**src/inc/rscl_pkg.sv**
```systemverilog
// Constants, field layouts and types for the reset strap configuration loader.
// Assumes a 32-bit AXI4-Lite register bus and one 50 MHz clock domain.
package rscl_pkg;

    // Register byte offsets on the AXI4-Lite bus.
    localparam logic [3:0] RSCL_OFS_CTRL = 4'h0;
    localparam logic [3:0] RSCL_OFS_ADV = 4'h4;
    localparam logic [3:0] RSCL_OFS_SPECIAL = 4'h8;
    localparam logic [3:0] RSCL_OFS_STRAP = 4'hC;

    // Control register field positions.
    localparam int RSCL_CTRL_SOFT_RESET = 15;
    localparam int RSCL_CTRL_SPEED = 13;
    localparam int RSCL_CTRL_AN_EN = 12;
    localparam int RSCL_CTRL_PDOWN = 11;
    localparam int RSCL_CTRL_BIT10 = 10;
    localparam int RSCL_CTRL_DUPLEX = 8;

    // Advertisement field occupies bits 8 down to 5.
    localparam int RSCL_ADV_LSB = 5;

    // Special modes register field positions.
    localparam int RSCL_SPC_IF_KIND = 14;
    localparam int RSCL_SPC_MODE_LSB = 5;

    // Strap status register field positions.
    localparam int RSCL_STS_MODE_LSB = 0;
    localparam int RSCL_STS_RMII = 3;
    localparam int RSCL_STS_REG_OFF = 4;
    localparam int RSCL_STS_POR_DONE = 5;
    localparam int RSCL_STS_CRS_TX = 6;
    localparam int RSCL_STS_REPEATER = 7;

    // Mode strap codes.
    localparam logic [2:0] RSCL_M_10_HALF = 3'h0;
    localparam logic [2:0] RSCL_M_10_FULL = 3'h1;
    localparam logic [2:0] RSCL_M_100_HALF = 3'h2;
    localparam logic [2:0] RSCL_M_100_FULL = 3'h3;
    localparam logic [2:0] RSCL_M_AN_100H = 3'h4;
    localparam logic [2:0] RSCL_M_REPEATER = 3'h5;
    localparam logic [2:0] RSCL_M_PDOWN = 3'h6;
    localparam logic [2:0] RSCL_M_ALL = 3'h7;

    // Control bit patterns in the order speed, an_en, bit10, duplex, then advertisement field patterns.
    localparam logic [3:0] RSCL_C_0000 = 4'h0;
    localparam logic [3:0] RSCL_C_0001 = 4'h1;
    localparam logic [3:0] RSCL_C_1000 = 4'h8;
    localparam logic [3:0] RSCL_C_1001 = 4'h9;
    localparam logic [3:0] RSCL_C_1100 = 4'hC;
    localparam logic [3:0] RSCL_C_X10X = 4'hD;
    localparam logic [3:0] RSCL_A_0100 = 4'h4;
    localparam logic [3:0] RSCL_A_1111 = 4'hF;
    localparam logic [3:0] RSCL_A_NONE = 4'h0;

    // AXI responses.
    localparam logic [1:0] RSCL_RESP_OKAY = 2'h0;
    localparam logic [1:0] RSCL_RESP_SLVERR = 2'h2;

    // Configuration that steers the 10/100 block.
    typedef struct packed {
        logic speed_100;
        logic an_enable;
        logic bit10;
        logic full_duplex;
        logic power_down;
        logic [3:0] advertise;
        logic crs_on_tx;
        logic repeater;
    } rscl_cfg_t;

endpackage

```
**src/hw/rscl_top.sv**
```systemverilog
// Reset strap configuration loader: samples mode, interface and regulator
// straps at reset and keeps the resulting configuration in AXI registers.
// Assumes all pin inputs are synchronous to mclk and sys_rst is power-on.
//
// Operation
// - at hard reset release load control and advertisement bits from mode strap.
// - soft reset reconfigures from present registers and ignores the mode strap.
// - code 000 gives 10 half 0000, code 001 gives 10 full 0001.
// - code 010 gives 1000 with carrier on tx, 011 gives 1001 receive only.
// - code 100 gives 1100, advertise 0100, carrier on transmit and receive.
// - code 101 gives repeater, 1100, advertise 0100, carrier on receive only.
// - code 111 gives control X10X and advertisement 1111.
// - code 110 comes up in power-down and is not a usable link.
// - manager writes override strap defaults and are used in their place.
// - interface strap latched as reset rises; low MII, high RMII.
// - at hard reset release interface-kind bit loads from interface strap.
// - at power-on with supplies valid, high regulator strap keeps regulator off.
// - low regulator strap at power-on switches the core regulator on.
// - mode straps share receive data and collision pins, sampled during reset.
// - mode and interface straps are captured at power-on reset and at hardware reset pin.
//
// The AXI4-Lite register port and the address map are this design's own decisions.
`timescale 1ns/1ps

module rscl_top
(
    input wire logic mclk,
    input wire logic sys_rst,
    input wire logic hard_reset_n,
    input wire logic supplies_valid,
    input wire logic [2:0] mode_pin_in,
    output logic [2:0] mode_pin_out,
    output logic [2:0] mode_pin_oe_n,
    input wire logic [2:0] rx_func_data,
    input wire logic reduced_if_select_strap,
    input wire logic core_regulator_off_strap,
    output logic core_regulator_en,
    output logic mac_if_kind_bit,
    output rscl_pkg::rscl_cfg_t block_cfg,
    input wire logic [31:0] s_axi_awaddr,
    input wire logic s_axi_awvalid,
    output logic s_axi_awready,
    input wire logic [31:0] s_axi_wdata,
    input wire logic [3:0] s_axi_wstrb,
    input wire logic s_axi_wvalid,
    output logic s_axi_wready,
    output logic [1:0] s_axi_bresp,
    output logic s_axi_bvalid,
    input wire logic s_axi_bready,
    input wire logic [31:0] s_axi_araddr,
    input wire logic s_axi_arvalid,
    output logic s_axi_arready,
    output logic [31:0] s_axi_rdata,
    output logic [1:0] s_axi_rresp,
    output logic s_axi_rvalid,
    input wire logic s_axi_rready
);
    import rscl_pkg::*;

    typedef enum {ST_RESET, ST_RELEASE, ST_RUN} rscl_phase_t;
    logic in_reset;
    rscl_phase_t phase_q;
    logic [2:0] strap_mode_q;
    logic strap_rmii_q, reg_off_q, por_pend_q;
    rscl_cfg_t cfg_q, strap_cfg;
    logic [2:0] spc_mode_q;
    logic if_kind_q, soft_pend_q;
    logic aw_got_q, w_got_q;
    logic [3:0] waddr_q;
    logic [31:0] wdata_q;
    logic [3:0] wstrb_q;
    logic bvalid_q;
    logic [1:0] bresp_q;
    logic rvalid_q;
    logic [31:0] rdata_q;
    logic [1:0] rresp_q;
    logic wr_fire;
    logic [31:0] ctrl_word, adv_word, spc_word, sts_word;
    logic [31:0] wr_ctrl, wr_adv, wr_spc;

    // Decodes a mode strap code into the default configuration.
    function automatic rscl_cfg_t mode_decode(input logic [2:0] code);
        rscl_cfg_t c;
        c = '0;
        case (code)
            RSCL_M_10_HALF:
            begin
                {c.speed_100, c.an_enable, c.bit10, c.full_duplex} =
                    RSCL_C_0000;
                c.crs_on_tx = 1'b1;
            end
            RSCL_M_10_FULL:
            begin
                {c.speed_100, c.an_enable, c.bit10, c.full_duplex} =
                    RSCL_C_0001;
            end
            RSCL_M_100_HALF:
            begin
                {c.speed_100, c.an_enable, c.bit10, c.full_duplex} =
                    RSCL_C_1000;
                c.crs_on_tx = 1'b1;
            end
            RSCL_M_100_FULL:
            begin
                {c.speed_100, c.an_enable, c.bit10, c.full_duplex} =
                    RSCL_C_1001;
            end
            RSCL_M_AN_100H:
            begin
                {c.speed_100, c.an_enable, c.bit10, c.full_duplex} =
                    RSCL_C_1100;
                c.advertise = RSCL_A_0100;
                c.crs_on_tx = 1'b1;
            end
            RSCL_M_REPEATER:
            begin
                {c.speed_100, c.an_enable, c.bit10, c.full_duplex} =
                    RSCL_C_1100;
                c.advertise = RSCL_A_0100;
                c.repeater = 1'b1;
            end
            RSCL_M_PDOWN: c.power_down = 1'b1;
            default:
            begin
                {c.speed_100, c.an_enable, c.bit10, c.full_duplex} =
                    RSCL_C_X10X;
                c.advertise = RSCL_A_1111;
                c.crs_on_tx = 1'b1;
            end
        endcase
        return c;
    endfunction

    // Merges bus write data into an old word under the byte strobes.
    function automatic logic [31:0] merge_strb(input logic [31:0] old,
                                               input logic [31:0] nw,
                                               input logic [3:0] strb);
        logic [31:0] r;
        r = old;
        for (int i = 0; i < 4; i++)
        begin
            if (strb[i])
            begin
                r[i*8 +: 8] = nw[i*8 +: 8];
            end
        end
        return r;
    endfunction

    // Tells whether a byte address falls on one of the four registers.
    function automatic logic addr_mapped(input logic [31:0] a);
        return (a[31:4] == 28'h0000000) && (a[1:0] == 2'h0);
    endfunction

    // Either reset source holds the strap capture open.
    assign in_reset = sys_rst | ~hard_reset_n;
    assign strap_cfg = mode_decode(strap_mode_q);

    // Reset phase tracking; the release phase lasts exactly one cycle.
    always_ff @(posedge mclk)
    begin
        if (in_reset)
        begin
            phase_q <= ST_RESET;
        end
        else
        begin
            case (phase_q)
                ST_RESET: phase_q <= ST_RELEASE;
                ST_RELEASE: phase_q <= ST_RUN;
                ST_RUN: phase_q <= ST_RUN;
                default: phase_q <= ST_RESET;
            endcase
        end
    end

    // Straps follow the pins only while a reset is held, so the value kept is
    // the one present as reset rises; later pin traffic is ignored.
    always_ff @(posedge mclk)
    begin
        if (in_reset)
        begin
            strap_mode_q <= mode_pin_in;
            strap_rmii_q <= reduced_if_select_strap;
        end
    end

    // The regulator strap is taken once per power-on, only after the supplies
    // are good, since an early sample could catch a pin still charging.
    always_ff @(posedge mclk)
    begin
        if (sys_rst)
        begin
            por_pend_q <= 1'b1;
            reg_off_q <= 1'b0;
        end
        else if (por_pend_q && supplies_valid)
        begin
            por_pend_q <= 1'b0;
            reg_off_q <= core_regulator_off_strap;
        end
    end

    assign core_regulator_en = ~por_pend_q & ~reg_off_q;

    // Shared pins are released during reset so the straps can be read, then
    // carry the receive path.
    always_ff @(posedge mclk)
    begin
        if (in_reset)
        begin
            mode_pin_out <= 3'h0;
            mode_pin_oe_n <= 3'h7;
        end
        else
        begin
            mode_pin_out <= rx_func_data;
            mode_pin_oe_n <= 3'h0;
        end
    end

    // Register images as read over the bus.
    assign ctrl_word = {16'h0000, 2'h0, cfg_q.speed_100, cfg_q.an_enable,
                        cfg_q.power_down, cfg_q.bit10, 1'b0,
                        cfg_q.full_duplex, 8'h00};
    assign adv_word = {23'h000000, cfg_q.advertise, 5'h00};
    assign spc_word = {17'h00000, if_kind_q, 6'h00, spc_mode_q, 5'h00};
    assign sts_word = {24'h000000, cfg_q.repeater, cfg_q.crs_on_tx,
                       ~por_pend_q, reg_off_q, strap_rmii_q, strap_mode_q};
    assign wr_ctrl = merge_strb(ctrl_word, wdata_q, wstrb_q);
    assign wr_adv = merge_strb(adv_word, wdata_q, wstrb_q);
    assign wr_spc = merge_strb(spc_word, wdata_q, wstrb_q);
    assign wr_fire = aw_got_q & w_got_q & ~bvalid_q;

    // Configuration: straps load at release, soft reset re-applies the
    // present registers, bus writes override in between.
    always_ff @(posedge mclk)
    begin
        if (in_reset)
        begin
            cfg_q <= '0;
            spc_mode_q <= 3'h0;
            if_kind_q <= 1'b0;
            soft_pend_q <= 1'b0;
        end
        else if (phase_q == ST_RELEASE)
        begin
            cfg_q <= strap_cfg;
            spc_mode_q <= strap_mode_q;
            if_kind_q <= strap_rmii_q;
        end
        else if (soft_pend_q)
        begin
            // Only power-down follows the mode field; the rest is kept.
            soft_pend_q <= 1'b0;
            cfg_q.power_down <= (spc_mode_q == RSCL_M_PDOWN);
        end
        else if (wr_fire)
        begin
            case (waddr_q)
                RSCL_OFS_CTRL:
                begin
                    cfg_q.speed_100 <= wr_ctrl[RSCL_CTRL_SPEED];
                    cfg_q.an_enable <= wr_ctrl[RSCL_CTRL_AN_EN];
                    cfg_q.power_down <= wr_ctrl[RSCL_CTRL_PDOWN];
                    cfg_q.bit10 <= wr_ctrl[RSCL_CTRL_BIT10];
                    cfg_q.full_duplex <= wr_ctrl[RSCL_CTRL_DUPLEX];
                    soft_pend_q <= wr_ctrl[RSCL_CTRL_SOFT_RESET];
                end
                RSCL_OFS_ADV:
                begin
                    cfg_q.advertise <= wr_adv[RSCL_ADV_LSB +: 4];
                end
                RSCL_OFS_SPECIAL:
                begin
                    spc_mode_q <= wr_spc[RSCL_SPC_MODE_LSB +: 3];
                    if_kind_q <= wr_spc[RSCL_SPC_IF_KIND];
                end
                default: cfg_q <= cfg_q;
            endcase
        end
    end

    assign block_cfg = cfg_q;
    assign mac_if_kind_bit = if_kind_q;

    // Write address and data are taken in either order; the response waits
    // for both.
    always_ff @(posedge mclk)
    begin
        if (sys_rst)
        begin
            aw_got_q <= 1'b0;
            w_got_q <= 1'b0;
            waddr_q <= 4'h0;
            wdata_q <= 32'h00000000;
            wstrb_q <= 4'h0;
            bvalid_q <= 1'b0;
            bresp_q <= RSCL_RESP_OKAY;
        end
        else
        begin
            if (s_axi_awvalid && s_axi_awready)
            begin
                aw_got_q <= 1'b1;
                waddr_q <= addr_mapped(s_axi_awaddr) ?
                           s_axi_awaddr[3:0] : 4'h1;
            end
            if (s_axi_wvalid && s_axi_wready)
            begin
                w_got_q <= 1'b1;
                wdata_q <= s_axi_wdata;
                wstrb_q <= s_axi_wstrb;
            end
            if (wr_fire)
            begin
                aw_got_q <= 1'b0;
                w_got_q <= 1'b0;
                bvalid_q <= 1'b1;
                bresp_q <= (waddr_q == 4'h1) ?
                           RSCL_RESP_SLVERR : RSCL_RESP_OKAY;
            end
            else if (bvalid_q && s_axi_bready)
            begin
                bvalid_q <= 1'b0;
            end
        end
    end

    assign s_axi_awready = ~aw_got_q & ~bvalid_q;
    assign s_axi_wready = ~w_got_q & ~bvalid_q;
    assign s_axi_bvalid = bvalid_q;
    assign s_axi_bresp = bresp_q;

    // Read channel answers one cycle after the address is taken.
    always_ff @(posedge mclk)
    begin
        if (sys_rst)
        begin
            rvalid_q <= 1'b0;
            rdata_q <= 32'h00000000;
            rresp_q <= RSCL_RESP_OKAY;
        end
        else if (s_axi_arvalid && s_axi_arready)
        begin
            rvalid_q <= 1'b1;
            rresp_q <= addr_mapped(s_axi_araddr) ?
                       RSCL_RESP_OKAY : RSCL_RESP_SLVERR;
            case (addr_mapped(s_axi_araddr) ? s_axi_araddr[3:0] : 4'h1)
                RSCL_OFS_CTRL: rdata_q <= ctrl_word;
                RSCL_OFS_ADV: rdata_q <= adv_word;
                RSCL_OFS_SPECIAL: rdata_q <= spc_word;
                RSCL_OFS_STRAP: rdata_q <= sts_word;
                default: rdata_q <= 32'h00000000;
            endcase
        end
        else if (rvalid_q && s_axi_rready)
        begin
            rvalid_q <= 1'b0;
        end
    end

    assign s_axi_arready = ~rvalid_q;
    assign s_axi_rvalid = rvalid_q;
    assign s_axi_rdata = rdata_q;
    assign s_axi_rresp = rresp_q;

endmodule // rscl_top

```
**config.mk**
```make
export PLATFORM = sky130hd
export DESIGN_NAME = rscl_top
export DESIGN_NICKNAME = d
export VERILOG_FILES = /design/src/inc/rscl_pkg.sv /design/src/hw/rscl_top.sv
export SDC_FILE = /design/constraint.sdc
export NUM_CORES = 1
export LEC_CHECK = 0
export BUFFER_PORTS_ARGS = -buffer_cell sky130_fd_sc_hd__buf_4
export CAP_MARGIN = 0
export CORE_MARGIN = 5
export CORE_UTILIZATION = 24
export DETAILED_ROUTE_END_ITERATION = 16
export HOLD_SLACK_MARGIN = 0.08
export SLEW_MARGIN = 5
export SYNTH_ARGS = -nofsm -noshare
export SYNTH_HDL_FRONTEND = slang
export SYNTH_SLANG_ARGS = --single-unit
```
**constraint.sdc**
```tcl
create_clock -name mclk -period 2.1 [get_ports mclk]
set_input_delay 0.42 -clock mclk [delete_from_list [all_inputs] [get_ports mclk]]
set_output_delay 0.42 -clock mclk [all_outputs]
set_load 0.05 [all_outputs]
```
After elaboration in Yosys (flattened, before gate mapping)
Cells that the tools add are included.
{ "totals": {"out_inout_bits": 60, "input_bits": 117, "elab_cells": 136, "register_bits": 122} }
{ "op_classes": {"bitwise": 13, "eq_ne": 17, "mux": 38, "n_reduce_logical": 39} }
{ "ops": {"columns": ["cell", "n"], "rows": [
  ["$eq A32 B2 Y1 const B", 2],
  ["$pmux W15 S4", 1],
  ["$logic_not A28 Y1", 2],
  ["$eq A32 B1 Y1 const B", 1],
  ["$logic_not A32 Y1", 1],
  ["$mux W11", 2],
  ["$pmux W4 S5", 1],
  ["$reduce_and A4 Y1", 5],
  ["$mux W1", 16],
  ["$mux W4", 4],
  ["$mux W8", 2],
  ["$reduce_bool A2 Y1", 8],
  ["$mux W3", 5],
  ["$eq A3 B3 Y1 const B", 4],
  ["$eq A4 B4 Y1 const B", 3],
  ["$reduce_bool A3 Y1", 3],
  ["$eq A4 B3 Y1 const B", 2],
  ["$logic_and A1 B1 Y1", 8],
  ["$logic_not A4 Y1", 2],
  ["$pmux W4 S2", 1],
  ["$reduce_or A2 Y1", 4],
  ["$mux W7", 1],
  ["$not A1 Y1", 7],
  ["$eq A3 B2 Y1 const B", 2],
  ["14 further kinds", 20]
]} }

Logic depth before layout (Yosys ltp)
Gate-level depths: netlist of run 1.
{ "logic_depth": {"word_depth": 5, "mapped_depth": 7, "depth_no_buf": 6} }

Least setup slack after synthesis of run 1
OpenSTA, ideal clock, no wires.
{ "synth_timing": {"kind": "flip-flop to flip-flop", "startpoint": "register bvalid_q (netlist: s_axi_bvalid)", "endpoint": "register wdata_q[6]", "slack_ns": 0.003, "arrival_time_ns": 2.027, "required_ns": 2.029, "setup_time_ns": 0.071, "path_buffers": 1, "stages_incl_launch_ff": 6, "period_less_slack_ns": 2.097, "cell_sequence": "dfxtp_1 > nor2_1 > and2_1 > clkbuf_1 > nand2_1 > a21oi_1"} }
{ "synth_via": {"elab_chain_len": 3} }
{ "synth_rtl": {"columns": ["item", "line_no", "source"], "rows": [
  ["from (decl)", "rscl_top.sv:72", "logic bvalid_q;"],
  ["from (signal assigned)", "rscl_top.sv:298", "bvalid_q <= 1'b0;"],
  ["from (signal assigned)", "rscl_top.sv:319", "bvalid_q <= 1'b1;"],
  ["from (signal assigned)", "rscl_top.sv:325", "bvalid_q <= 1'b0;"],
  ["$not A1 Y1", "rscl_top.sv:331", "assign s_axi_wready = ~w_got_q & ~bvalid_q;"],
  ["$and A1 B1 Y1", "rscl_top.sv:331", null],
  ["named net s_axi_wready", "rscl_top.sv:46", "output logic s_axi_wready,"],
  ["$logic_and A1 B1 Y1", "rscl_top.sv:309", "if (s_axi_wvalid && s_axi_wready)"],
  ["to (signal assigned)", "rscl_top.sv:312", "wdata_q <= s_axi_wdata;"],
  ["to (decl)", "rscl_top.sv:70", "logic [31:0] wdata_q;"]
]} }
The timed path passes the listed nets, and every way through them passes these cells.
A chain may end at the register's enable or synchronous reset.

Final worst setup path of run 1
{ "layout_timing": {"startpoint": "register strap_mode_q[2]", "endpoint": "register cfg_q (netlist bit block_cfg[9])"} }
{ "layout_via": {"elab_chain_len": 4, "elab_cells_between_ends": 11, "cone_classes": "6 x eq/ne; 2 x mux; 3 x reduce/logical"} }
{ "layout_rtl": {"columns": ["item", "line_no", "source"], "rows": [
  ["from (decl)", "rscl_top.sv:63", "logic [2:0] strap_mode_q;"],
  ["from (signal assigned)", "rscl_top.sv:183", "strap_mode_q <= mode_pin_in;"],
  ["$eq A3 B3 Y1 or $logic_not A3 Y1 (tied branches)", "rscl_top.sv:85", "case (code)"],
  ["$reduce_or A2 Y1 (no source line)", null, null],
  ["$pmux W4 S5 *", "rscl_top.sv:85", null],
  ["$mux W11 *", "rscl_top.sv:246", "else if (phase_q == ST_RELEASE)"],
  ["to (signal assigned)", "rscl_top.sv:248", "cfg_q <= strap_cfg;"],
  ["to (signal assigned)", "rscl_top.sv:279", "default: cfg_q <= cfg_q;"],
  ["to (decl)", "rscl_top.sv:65", "rscl_cfg_t cfg_q, strap_cfg;"]
]} }
Every way passes the cells marked *; elsewhere a longest branch is shown, timed or not.

==> impl_metrics.yaml, run 1 <==
power:
  p_per_area_nw_per_um2: 772.3
  pwr-share-comb_pct: 15.7
  power_mw: 3.417
  power_frac_seq_pct: 38.9
  p_int_mw: 2.517
  p_sw_share_pct: 26.33
  p_leak_nw: 1.916
  power_frac_clock_pct: 45.4
  peakVddDrop_mv: 0.3336
  p_switching_mw: 0.8995
route:
  avgViaCountPerCell: 4.359
  first_iter_violations: 142
  drt_pass1_iterations: 4
  wl_um: 8720
  drtAntennaViolNets: 0
  vias: 2803
  wl_per_cell_um: 13.56
  drc: 0
critical_path:
  crit_path_end_kind: "flip-flop"
  r2r_start: "strap_mode_q[2]"
  crit_path_end: "block_cfg[9]"
  crit_start: "strap_mode_q[2]"
  r2r_slack_ps: 320
  cpMaxStageDelayCell: "edfxtp_1"
  crit_fanout: 9
  crit_chain: "inv_1, ha_1, nand2b_1, or3b_1, a21oi_1, o221a_1"
  max_stage_delay_ps: 530
  criticalPathCategory: "flip-flop to flip-flop"
  cp.arrival_ps: 2040
  start_kind: "flip-flop"
  r2r_end: "block_cfg[9]"
  r2r_cells: 6
  required_ps: 2360
run_status:
  status: "completed"
synthesis:
  synthTopCellsByCount: "60 x dfxtp_1, 48 x nand2_1, 26 x a21oi_1, 22 x buf_4, 19 x nor2_1"
  ys_seq_elements: 64
  synth_edf_count: 4
  ys_seq_area_share_pct: 43.96
  synth_most_common_cell: "dfxtp_1"
  synth_top_area_share_pct: 39.97
  netlist_instances: 338
  avgSynthCellArea_sq_um: 8.892
  synthTopCellsByArea: "dfxtp_1 40%, nand2_1 6.0%, buf_4 5.5%, a21oi_1 4.3%, edfxtp_1 4.0%"
  synth_top_area_cell: "dfxtp_1"
  ys_warn_count: 0
  netlist_area_sq_um: 3005
  async_flop_share_pct: 0
  post_synth_num_cell_types: 54
  ys.flop_type: "dfxtp_1"
clock_network:
  htreeDepth: 3
  cts_root_buffer: "clkbuf_16"
  clock_latency_ps: 320
  cts-resized-gates: 0
  cts_tree: "built"
  holdBufCountCts: 0
  cts.path.max_buffers: 2
  cts_sinks: 64
  cts_setup_buffers: 0
  cts_made_buffers: 9
  clk_pin_slew_ps: 60
final_layout:
  diodes: 0
  multiInputGateArea_sq_um: 1479
  layout-drive-gt1-share_pct: 36.00
  finalNonFillerCells: 643
  seqCellArea_sq_um: 1321
  n_fill_cell: 1274
  layout.nets: 591
  synthToLayoutAreaGrowth_pct: 47.21
flow_run:
  drv_cap: 0
sta:
  hold_viol: 0
  tightest_slew_ps: 968.6
  whs_ps: 274.6
  grt_setup_unrepaired: "no"
  setup_viol: 0
  skew_ps: 6.593
  tns_ps: 0
  min_period_ps: 1780
  maxSlewViolCount: 0
  relSlewSlack_pct: 35.19
  min_period_over_period_pct: 84.75
  timing.fmax_mhz: 561.9
floorplan:
  die_area_sq_um: 14860
  rows: 40
  design.portCount: 177
  die_x_um: 121.9
  die_y_um: 121.9
  initial_utilization_pct: 24.71
  coreArea_sq_um: 12160
grt:
  grt_usage_pct: 11.38
  grt_pass1_vias: 2776
  grt_max_degree: 20
  grt_pass1_wl_um: 13460
  antenna_found_initial: 0
  gr-total-overflow: 0
placement:
  hpwl_um: 7212
  port_buffers: 132
  placed_cells: 627
  place.gp.congestion: 0.8147
hold_path:
  holdCritPathClass: "primary input to flip-flop"
  hold_depth: 1
==> per-stage QoR <==
stage	area (sq um)	util (%)	setup WS, ps
floorplan	3077	-	2.788
global placement	4099	33.70	262.6
detailed placement	4099	33.70	249.7
CTS	4424	36.38	336.7
global route	4424	36.38	205.9
finish	4424	36.38	320.2
==> layout make-up <==
| cell class | instances | share of cell area [%] |
|---|---|---|
| sequential | 64 | 29.86 |
| clock inverter | 5 | 1.386 |
| timing repair buffer | 139 | 23.59 |
| multi-input combinational | 244 | 33.43 |
| tap | 168 | 4.751 |
| clock buffer | 11 | 5.967 |
| inverter | 12 | 1.018 |
==> flip-flops by register name, summed over array words and instances, names as in the netlist, 2 cells and up <==
| signal | cells |
|---|---|
| block_cfg | 11 |
| mode_pin_out | 3 |
| phase_q | 2 |
| s_axi_rdata | 14 |
| spc_mode_q | 3 |
| strap_mode_q | 3 |
| waddr_q | 4 |
| wdata_q | 10 |
| wstrb_q | 2 |
==> placed cells by master (no fill, tap or decap), types with 3 or more instances in the layout <==
cell type / n
nor2b_1: 5
nand3b_1: 3
conb_1: 20
nor3_1: 8
a21oi_1: 26
nand3_1: 8
dfxtp_1: 60
buf_4: 139
o21ai_1: 4
edfxtp_1: 4
nand2b_1: 7
and2_1: 7
a22oi_1: 3
clkbuf_16: 10
o31ai_2: 4
nor2_1: 19
nand2_1: 48
ha_1: 4
mux2i_1: 5
a22o_1: 9
o21ai_0: 7
nand4_1: 5
nor4_1: 15
inv_1: 11
==> routing by layer <==
layer,share of wire (%),wire (um),track usage [%],vias up
met1,41,3602,13.62,1257
met5,0,0,0,-
met4,1.4,126,3.011,0
met3,9.5,825,4.457,13
met2,48,4165,19.06,98
li1,-,-,-,1435
==> power by group through the flow <==
stage	registers [mW]	logic, mW	clock network [mW]
3_5_place_dp	1.35	0.539	0
2_1_floorplan	1.38	0.310	0
5_1_grt	1.33	0.581	1.66
6_report	1.33	0.537	1.55
3_3_place_gp	1.35	0.530	0
4_1_cts	1.33	0.541	1.60
==> worst max-delay path: cells and delay by family, from the launching register on <==
family / cells / cell delay [ps]
adder cells (fa/ha/maj): 1 / 190
buffers and inverters: 1 / 130
AND/OR/NAND/NOR: 2 / 520
flip-flops: 1 / 530
AO/OA/AOI/OAI: 2 / 350
==> worst min path at each step <==
stage	from	end	slack (ps)
floorplan	wdata_q[13]	wdata_q[13]	440
finish	reduced_if_select_strap	strap_rmii_q	270
CTS	reduced_if_select_strap	strap_rmii_q	260
global placement	wdata_q[5]	wdata_q[5]	450
global route	reduced_if_select_strap	strap_rmii_q	260
detailed placement	wdata_q[7]	wdata_q[7]	450
==> cell families (layout without fill, tap and decap cells) <==
family | Yosys count | after routing | share of synthesized area, %
AOI/OAI and AO/OA | 73 | 73 | 17.19
other | 1 | 20 | 0.1248
DFF | 64 | 64 | 43.96
buffers and inverters | 49 | 167 | 9.200
adders and majority gates | 4 | 4 | 1.665
and+or+nand+nor | 140 | 140 | 25.44
muxes | 7 | 7 | 2.415
Note: power is estimated with default switching activity, not from simulation.
==> run 2: changes to the inputs <==
ABC_AREA = 1   (was unset)
clock period = 1.6 ns   (was 2.1 ns; I/O delays follow)
==> impl_metrics.yaml, run 2 <==
clock_network:
  cts_root_buffer: "clkbuf_16"
  cts_sinks: 64
  cts_made_buffers: 9
  htreeDepth: 3
  cts.path.max_buffers: 2
  holdBufCountCts: 0
  clock_latency_ps: 330
  cts_tree: "built"
  clk_pin_slew_ps: 50
sta:
  min_period_over_period_pct: 92.48
  setup_viol: 0
  skew_ps: 7.753
  min_period_ps: 1480
  hold_viol: 0
  whs_ps: 169.0
  grt_setup_unrepaired: "yes"
  maxSlewViolCount: 0
  timing.fmax_mhz: 675.8
  tns_ps: 0
route:
  first_iter_violations: 115
  drtAntennaViolNets: 0
  wl_per_cell_um: 12.56
  avgViaCountPerCell: 4.278
  vias: 3050
  wl_um: 8952
  drc: 0
  drt_pass1_iterations: 4
placement:
  placed_area_sq_um: 4140
  place.gp.congestion: 0.9025
  port_buffers: 132
  hpwl_um: 7246
synthesis:
  synthTopCellsByArea: "dfxtp_1 40%, nor2_1 9.1%, nand2_1 6.6%, a21oi_1 6.1%, buf_4 5.6%"
  netlist_area_sq_um: 2975
  synthTopCellsByCount: "72 x nor2_1, 60 x dfxtp_1, 52 x nand2_1, 36 x a21oi_1, 34 x inv_1"
  post_synth_num_cell_types: 35
  async_flop_share_pct: 0
  ys.flop_type: "dfxtp_1"
  ys_seq_area_share_pct: 44.41
  ys_warn_count: 0
  ys_seq_elements: 64
  synth_most_common_cell: "nor2_1"
  synth_edf_count: 4
  synth_top_area_share_pct: 40.37
  avgSynthCellArea_sq_um: 7.476
  netlist_instances: 398
  synth_top_area_cell: "dfxtp_1"
critical_path:
  criticalPathCategory: "flip-flop to flip-flop"
  cp.arrival_ps: 1730
  crit_fanout: 6
  crit_path_end_kind: "flip-flop"
  r2r_cells: 6
  required_ps: 1850
  start_kind: "flip-flop"
power:
  peakVddDrop_mv: 0.5137
  p_per_area_nw_per_um2: 966.4
  p_leak_nw: 1.940
grt:
  grt_max_degree: 24
  grt_pass1_vias: 3015
  gr-total-overflow: 0
  grt_usage_pct: 12.22
  antenna_found_initial: 0
  grt_pass1_wl_um: 14290
floorplan:
  coreArea_sq_um: 12060
  die_x_um: 121.3
  design.portCount: 177
  initial_utilization_pct: 24.67
  die_y_um: 121.3
  rows: 40
  die_area_sq_um: 14720
flow_run:
  drv_cap: 0
final_layout:
  diodes: 0
  post-route-cell-area_sq_um: 4437
  layout.nets: 661
  final_common_cell: "buf_4"
  largest_register_ffs: 14
  synthToLayoutAreaGrowth_pct: 49.12
  layout_common_cells: "145 x buf_4, 70 x nor2_1, 58 x dfxtp_1"
  layout-drive-gt1-share_pct: 32.11
hold_path:
  holdCritPathClass: "primary input to flip-flop"
  hold_depth: 1
run_status:
  status: "completed"
[run 2: logic make-up (layout without fill, tap and decap cells)]
| group | count (synthesis) | in the layout | synth area share (%) |
|---|---|---|---|
| buffers and inverters | 69 | 197 | 11.82 |
| adder cells (fa/ha/maj) | 4 | 4 | 1.682 |
| AO/OA/AOI/OAI | 90 | 90 | 16.44 |
| flip-flops | 64 | 64 | 44.41 |
| AND/OR/NAND/NOR | 170 | 170 | 25.53 |
| other | 1 | 20 | 0.1260 |
[run 2: worst paths after layout]
path                       start               to  slack [ps]
hold reg to reg      wdata_q[11]      wdata_q[11]         460
setup reg to reg        aw_got_q    spc_mode_q[1]         120
hold / removal    mode_pin_in[0]  strap_mode_q[0]         170
setup / recovery        aw_got_q    spc_mode_q[1]         120
[run 2: per-stage QoR]
stage	setup slack [ps]	power, mW	util, %	cells
after floorplan	35.61	2.285	-	417
after global placement	-48.66	2.561	34.33	695
after detailed placement	-69.93	2.574	34.33	695
after CTS	83.24	4.328	36.50	711
after global routing	-30.64	4.494	36.78	713
final	120.3	4.288	36.78	713
[run 2: what timing repair did]
item / in CTS / in global routing
hold endpoints to repair: 0 / 0
endpoints found under the setup margin: 0 / 9
resized for setup: 0 / 4
setup buffers: 0 / 2
[run 2: final cells by class]
type	instances	area (sq um)
fillers	1245	7625
multi-input cells	284	1410
flip-flops and latches	64	1326
repair buffers	145	1089
clock buffers	15	257.7
well taps	168	210.2
inverters	36	138.9
clock inverters	1	5.005
[run 2: critical path, cell delays in order (launching register included)]
cell	delay (ps)
dfxtp_1	380
inv_1	100
nor3_4	230
a31oi_1	140
nor2_1	290
o21ai_0	120
a31oi_1	150
[run 2: layer usage]
metal	GRT usage, %	part of all wire (%)	up-vias
met5	0	0	-
met2	19.90	47	115
li1	-	-	1577
met4	4.762	2.3	0
met1	14.33	41	1344
met3	4.942	9.0	14
[run 2: power breakdown]
part           switching [mW]  internal (mW)
Combinational           0.497          0.300
Sequential             0.0608           1.69
Clock                   0.648           1.09
